## config.mk

```make
export PLATFORM = sky130hd
export DESIGN_NAME = atos_top
export DESIGN_NICKNAME = d
export VERILOG_FILES = /design/src/hdl/atos_pkg.sv /design/src/hdl/atos_mask_reg.sv /design/src/hdl/atos_top.sv
export SDC_FILE = /design/constraint.sdc
export NUM_CORES = 1
export LEC_CHECK = 0
export ABC_CLOCK_PERIOD_IN_PS = 4300
export BUFFER_PORTS_ARGS = -buffer_cell sky130_fd_sc_hd__buf_2
export CORE_UTILIZATION = 46
export CTS_CLUSTER_DIAMETER = 200
export DETAILED_ROUTE_END_ITERATION = 8
export PLACE_DENSITY_LB_ADDON = 0.15
export SYNTH_ARGS = -nofsm -noshare
export SYNTH_HDL_FRONTEND = slang
export SYNTH_SLANG_ARGS = --single-unit
```

## constraint.sdc

```tcl
create_clock -name i_clk -period 4.3 [get_ports i_clk]
set_input_delay 0 -clock i_clk [delete_from_list [all_inputs] [get_ports i_clk]]
set_output_delay 0 -clock i_clk [all_outputs]
set_load 0.02 [all_outputs]
```

## src/hdl/atos_pkg.sv

```systemverilog
package atos_pkg;

  // Output and channel counts
  localparam int unsigned ATOS_NUM_OUTPUTS = 8;
  localparam int unsigned ATOS_NUM_CHANNELS = 8;
  localparam int unsigned ATOS_ADDR_W = 8;
  localparam int unsigned ATOS_DATA_W = 8;

  // Mask register offsets, output0 .. output7
  localparam logic [7:0] ATOS_OUTPUT0_MASK_ADDR = 8'hc3;
  localparam logic [7:0] ATOS_OUTPUT1_MASK_ADDR = 8'hc5;
  localparam logic [7:0] ATOS_OUTPUT2_MASK_ADDR = 8'hc7;
  localparam logic [7:0] ATOS_OUTPUT3_MASK_ADDR = 8'hc9;
  localparam logic [7:0] ATOS_OUTPUT4_MASK_ADDR = 8'hcb;
  localparam logic [7:0] ATOS_OUTPUT5_MASK_ADDR = 8'hcd;
  localparam logic [7:0] ATOS_OUTPUT6_MASK_ADDR = 8'hcf;
  localparam logic [7:0] ATOS_OUTPUT7_MASK_ADDR = 8'hd1;

  // Address step between consecutive mask registers
  localparam logic [7:0] ATOS_MASK_ADDR_STEP = 8'h02;

  // Reset value of every mask register: channel one only
  localparam logic [7:0] ATOS_MASK_RESET = 8'h02;

  // Value returned on unmapped reads
  localparam logic [7:0] ATOS_UNMAPPED_READ = 8'h00;

endpackage

```

## src/hdl/atos_mask_reg.sv

```systemverilog
`timescale 1ns/10ps
module atos_mask_reg (
  // Clock and reset
  input  wire logic                         i_clk,
  input  wire logic                         i_reset,
  // Write port
  input  wire logic                         i_wr_en,
  input  wire logic [atos_pkg::ATOS_DATA_W-1:0] i_wr_data,
  // Stored mask
  output logic      [atos_pkg::ATOS_DATA_W-1:0] o_mask
);
  import atos_pkg::*;

  typedef struct packed {
    logic [ATOS_DATA_W-1:0] mask;
  } atos_mreg_s;

  atos_mreg_s state_q;
  atos_mreg_s state_d;

  always_comb begin
    state_d = state_q;
    if (i_wr_en) begin
      state_d.mask = i_wr_data;
    end
  end

  always_ff @(posedge i_clk) begin
    if (i_reset) begin
      state_q.mask <= ATOS_MASK_RESET;
    end else begin
      state_q <= state_d;
    end
  end

  assign o_mask = state_q.mask;

endmodule

```

## src/hdl/atos_top.sv

```systemverilog
`timescale 1ns/10ps
module atos_top (
  // Clock and reset
  input  wire logic                                   i_clk,
  input  wire logic                                   i_reset,
  // Register port
  input  wire logic [atos_pkg::ATOS_ADDR_W-1:0]       i_addr,
  input  wire logic [atos_pkg::ATOS_DATA_W-1:0]       i_wdata,
  input  wire logic                                   i_wr,
  input  wire logic                                   i_rd,
  output logic      [atos_pkg::ATOS_DATA_W-1:0]       o_rdata,
  // Alert flags per channel, same clock
  input  wire logic [atos_pkg::ATOS_NUM_CHANNELS-1:0] i_alert,
  // Update strobes per general output pin
  output logic      [atos_pkg::ATOS_NUM_OUTPUTS-1:0]  o_update
);
  import atos_pkg::*;

  typedef struct packed {
    logic [ATOS_DATA_W-1:0]     rdata;
    logic [ATOS_NUM_OUTPUTS-1:0] update;
  } atos_top_s;

  atos_top_s state_q;
  atos_top_s state_d;

  logic [ATOS_DATA_W-1:0]      mask [ATOS_NUM_OUTPUTS];
  logic [ATOS_NUM_OUTPUTS-1:0] wr_sel;

  // Decode result for an address outside the mask block
  localparam logic [3:0] ATOS_NO_MASK = 4'(ATOS_NUM_OUTPUTS);

  // Mask index for a register address
  function automatic logic [3:0] atos_decode(input logic [ATOS_ADDR_W-1:0] addr);
    logic [3:0] idx;
    // Odd addresses only; even neighbours stay unmapped
    case (addr)
      ATOS_OUTPUT0_MASK_ADDR: begin
        idx = 4'h0;
      end
      ATOS_OUTPUT1_MASK_ADDR: begin
        idx = 4'h1;
      end
      ATOS_OUTPUT2_MASK_ADDR: begin
        idx = 4'h2;
      end
      ATOS_OUTPUT3_MASK_ADDR: begin
        idx = 4'h3;
      end
      ATOS_OUTPUT4_MASK_ADDR: begin
        idx = 4'h4;
      end
      ATOS_OUTPUT5_MASK_ADDR: begin
        idx = 4'h5;
      end
      ATOS_OUTPUT6_MASK_ADDR: begin
        idx = 4'h6;
      end
      ATOS_OUTPUT7_MASK_ADDR: begin
        idx = 4'h7;
      end
      default: begin
        idx = ATOS_NO_MASK;
      end
    endcase
    return idx;
  endfunction

  // Load strobe per mask; unmapped writes select nothing
  function automatic logic [ATOS_NUM_OUTPUTS-1:0] atos_onehot(input logic       en,
                                                              input logic [3:0] idx);
    logic [ATOS_NUM_OUTPUTS-1:0] sel;
    sel = '0;
    if (en && (idx < ATOS_NO_MASK)) begin
      sel[idx[2:0]] = 1'b1;
    end
    return sel;
  endfunction

  // An output updates when any alert of a selected channel is up
  function automatic logic atos_gate(input logic [ATOS_DATA_W-1:0]       sel_mask,
                                     input logic [ATOS_NUM_CHANNELS-1:0] alert);
    return |(sel_mask & alert);
  endfunction

  // At most one mask loads per write
  always_comb begin
    wr_sel = atos_onehot(i_wr, atos_decode(i_addr));
  end

  // One mask register per output, each reset to channel one only
  atos_mask_reg u_mask0 (
    .i_clk     (i_clk),
    .i_reset   (i_reset),
    .i_wr_en   (wr_sel[0]),
    .i_wr_data (i_wdata),
    .o_mask    (mask[0])
  );

  atos_mask_reg u_mask1 (
    .i_clk     (i_clk),
    .i_reset   (i_reset),
    .i_wr_en   (wr_sel[1]),
    .i_wr_data (i_wdata),
    .o_mask    (mask[1])
  );

  atos_mask_reg u_mask2 (
    .i_clk     (i_clk),
    .i_reset   (i_reset),
    .i_wr_en   (wr_sel[2]),
    .i_wr_data (i_wdata),
    .o_mask    (mask[2])
  );

  atos_mask_reg u_mask3 (
    .i_clk     (i_clk),
    .i_reset   (i_reset),
    .i_wr_en   (wr_sel[3]),
    .i_wr_data (i_wdata),
    .o_mask    (mask[3])
  );

  atos_mask_reg u_mask4 (
    .i_clk     (i_clk),
    .i_reset   (i_reset),
    .i_wr_en   (wr_sel[4]),
    .i_wr_data (i_wdata),
    .o_mask    (mask[4])
  );

  atos_mask_reg u_mask5 (
    .i_clk     (i_clk),
    .i_reset   (i_reset),
    .i_wr_en   (wr_sel[5]),
    .i_wr_data (i_wdata),
    .o_mask    (mask[5])
  );

  atos_mask_reg u_mask6 (
    .i_clk     (i_clk),
    .i_reset   (i_reset),
    .i_wr_en   (wr_sel[6]),
    .i_wr_data (i_wdata),
    .o_mask    (mask[6])
  );

  atos_mask_reg u_mask7 (
    .i_clk     (i_clk),
    .i_reset   (i_reset),
    .i_wr_en   (wr_sel[7]),
    .i_wr_data (i_wdata),
    .o_mask    (mask[7])
  );

  // Next read data and update requests
  always_comb begin
    logic [3:0] ridx;
    ridx = atos_decode(i_addr);
    state_d = state_q;
    // Read data stands for one cycle only
    state_d.rdata = ATOS_UNMAPPED_READ;
    if (i_rd) begin
      case (ridx)
        4'h0: begin
          state_d.rdata = mask[0];
        end
        4'h1: begin
          state_d.rdata = mask[1];
        end
        4'h2: begin
          state_d.rdata = mask[2];
        end
        4'h3: begin
          state_d.rdata = mask[3];
        end
        4'h4: begin
          state_d.rdata = mask[4];
        end
        4'h5: begin
          state_d.rdata = mask[5];
        end
        4'h6: begin
          state_d.rdata = mask[6];
        end
        4'h7: begin
          state_d.rdata = mask[7];
        end
        default: begin
          state_d.rdata = ATOS_UNMAPPED_READ;
        end
      endcase
    end
    // Bit n of every mask gates channel n
    state_d.update[0] = atos_gate(mask[0], i_alert);
    state_d.update[1] = atos_gate(mask[1], i_alert);
    state_d.update[2] = atos_gate(mask[2], i_alert);
    state_d.update[3] = atos_gate(mask[3], i_alert);
    state_d.update[4] = atos_gate(mask[4], i_alert);
    state_d.update[5] = atos_gate(mask[5], i_alert);
    state_d.update[6] = atos_gate(mask[6], i_alert);
    state_d.update[7] = atos_gate(mask[7], i_alert);
  end

  always_ff @(posedge i_clk) begin
    if (i_reset) begin
      state_q <= '0;
    end else begin
      state_q <= state_d;
    end
  end

  assign o_rdata  = state_q.rdata;
  assign o_update = state_q.update;

endmodule

```

==> flow_summary.json <==
{
  "maxSlewHeadroom_pct": 42.8,
  "total_power_mw": 1.48,
  "whs_ns": 0.0526,
  "p_leak_nw": 1.47,
  "yosysTopAreaCell": "dfxtp_1",
  "cp_num_buf_inv": 1,
  "dieArea_mm2": 0.00858,
  "hold_viol_final": 0,
  "synth-edff-count": 0,
  "ir_worst_vdd_uv": 181,
  "arrival_ns": 1.70,
  "hold_class": "in -> reg",
  "htreeDepth": 3,
  "grt_pass1_vias": 2844,
  "place_inst": 491,
  "hold_buffers": 0,
  "tightest_slew_ns": 0.851,
  "critPathCaptureType": "flop",
  "insertedDiodeCount": 0,
  "cts_sinks": 80,
  "ctsRootBufferMaster": "clkbuf_8",
  "clkTransAtPathRegs_ns": 0.07,
  "synth_cells": 381,
  "critical_path.startpoint_type": "primary input",
  "slew_viol_final": 0,
  "syn-num-nets": 409,
  "rsz0062_at_grt": "false",
  "wl_um": 10800,
  "ys.flop_type": "dfxtp_1",
  "drc": 0,
  "dp_slack_ns": 2.49,
  "antenna_left": 0,
  "area_growth_pct": 11.0,
  "yosysMostFrequentCell": "dfxtp_1",
  "ys_ff_latch": 80,
  "gp_congestion": 0.853,
  "async_reset_ff_share_pct": 0,
  "crit_slowest_cell": "nor4_4",
  "syn_area_per_cell_um2": 9.91,
  "post-synth-top-area-fraction_pct": 42.4,
  "fin_tns_setup_ns": 0,
  "cts_buffers": 9,
  "timing.reg2reg.setup_slack_ns": 3.03,
  "n_fill_cell": 768,
  "setup_viol": 0,
  "clockBufferDepth": 2,
  "period_needed_ns": 1.45,
  "io_pins": 44,
  "drt_first_iter_violations": 409,
  "finalCritPeriodShare_pct": 33.8,
  "grtUsageTotal_pct": 25.9,
  "grt_max_degree": 73,
  "worst_slack_ns": 2.85,
  "clk_latency_ns": 0.36,
  "initial_core_util_pct": 48.1,
  "dpl.hpwl_um": 7400,
  "status": "complete, no violations",
  "grt_pass1_wl_um": 16500,
  "fin_skew_ns": 0.00939,
  "vias_per_cell": 6.27,
  "wire_per_inst_um": 21.3,
  "fin_util_pct": 53.4,
  "vias": 3174,
  "drive_above_1_share_pct": 17.1,
  "cts_tree": "done",
  "path_delay_family": "simple AND/OR/NAND/NOR gates",
  "yosys-top-cells-area": "dfxtp_1, mux2i_1, a22oi_1",
  "core_region_area_mm2": 0.00785,
  "synthDistinctLibCells": 40,
  "synth-seq-area-share_pct": 42.4,
  "antenna_found_initial": 0,
  "yosys_warnings": 0,
  "grt_overflow": 0,
  "syn_area_mm2": 0.00378,
  "maxCapViolCount": 0,
  "port_buffers": 43,
  "slowest_delay_ns": 0.71,
  "max_freq_mhz": 689,
  "die_y_um": 92.6,
  "powerDensity_mw_per_mm2": 353,
  "first_pass_iters": 5,
  "stdcell_count": 506,
  "critical_path.cell_chain": "buf_2 -> nand2_1 -> nor4_4 -> nor2b_1 -> a211o_1",
  "cts_setup_buffers": 0,
  "path_max_fanout": 22,
  "die_w_um": 92.6,
  "num-nets-final": 428,
  "criticalPathCategory": "in -> reg",
  "placed_area_mm2": 0.00397,
  "crit_required_ns": 4.55,
  "fin_area_mm2": 0.00419,
  "ctsResizeCount": 0,
  "fp-row-count": 32,
  "yosys-top-cells-count": "dfxtp_1, mux2i_1, nor2_1"
}
-- worst min-delay path, cell delays in order --
cell     delay [ns]
buf_2          0.17
mux2i_1        0.15
nor2_1         0.04
-- report_power, final --
| group | internal, mW | switching, mW |
|---|---|---|
| clock network | 0.355 | 0.266 |
| logic | 0.0301 | 0.0814 |
| registers | 0.745 | 0.00175 |
| total | 1.13 | 0.349 |
-- layout make-up --
cell class | count | area (um2) | share of cell area [%]
Clock buffer | 12 | 155 | 3.70
Timing Repair Buffer | 45 | 230 | 5.49
Multi-Input combinational cell | 262 | 2010 | 47.9
Tap cell | 102 | 128 | 3.04
Clock inverter | 3 | 65.1 | 1.55
Sequential cell | 80 | 1600 | 38.2
Inverter | 2 | 7.51 | 0.179
-- worst paths after layout --
check | endpoint | depth (start not counted) | from
hold reg to reg | u_mask7.o_mask[1] | 1 | u_mask7.o_mask[1]
setup reg to reg | o_rdata[3] | 3 | u_mask6.o_mask[3]
setup / recovery | u_mask2.o_mask[1] | 5 | i_addr[1]
hold / removal | u_mask6.o_mask[7] | 3 | i_wdata[7]
-- metal layers --
| metal | routed length (um) | global-route usage (%) | up-vias |
|---|---|---|---|
| li1 | - | - | 1456 |
| met1 | 5080 | 38.4 | 1524 |
| met2 | 4620 | 37.3 | 173 |
| met3 | 867 | 5.91 | 21 |
| met4 | 191 | 7.18 | 0 |
| met5 | 0 | 0 | - |
-- state kept, by name, indices dropped and copies added, names as in the netlist --
| register | cells |
|---|---|
| o_rdata | 8 |
| o_update | 8 |
| u_mask0.o_mask | 8 |
| u_mask1.o_mask | 8 |
| u_mask2.o_mask | 8 |
| u_mask3.o_mask | 8 |
| u_mask4.o_mask | 8 |
| u_mask5.o_mask | 8 |
| u_mask6.o_mask | 8 |
| u_mask7.o_mask | 8 |
-- kinds of logic after synthesis --
| family | synth area share, % |
|---|---|
| AOI/OAI and AO/OA | 19.6 |
| and+or+nand+nor | 16.8 |
| muxes | 16.7 |
| buffers and inverters | 4.47 |
| DFF | 42.4 |
-- layout by cell type, fill, tap and decap left out, drive strengths merged, types with 2 or more instances in the layout --
cell	netlist	final
bufinv	0	2
mux2i	62	62
dfxtp	80	80
and4b	2	2
buf	8	45
nor2	57	57
a32o	5	5
a22o	14	14
a22oi	40	40
a41oi	8	8
o22ai	6	6
inv	2	2
clkbuf	29	12
nand3	3	3
a21oi	6	6
or4	2	2
nor4	6	6
o21ai	5	5
nand2b	7	7
nor2b	11	11
a211o	8	8
nor3b	4	4
Note: power is estimated with default switching activity, not from simulation.
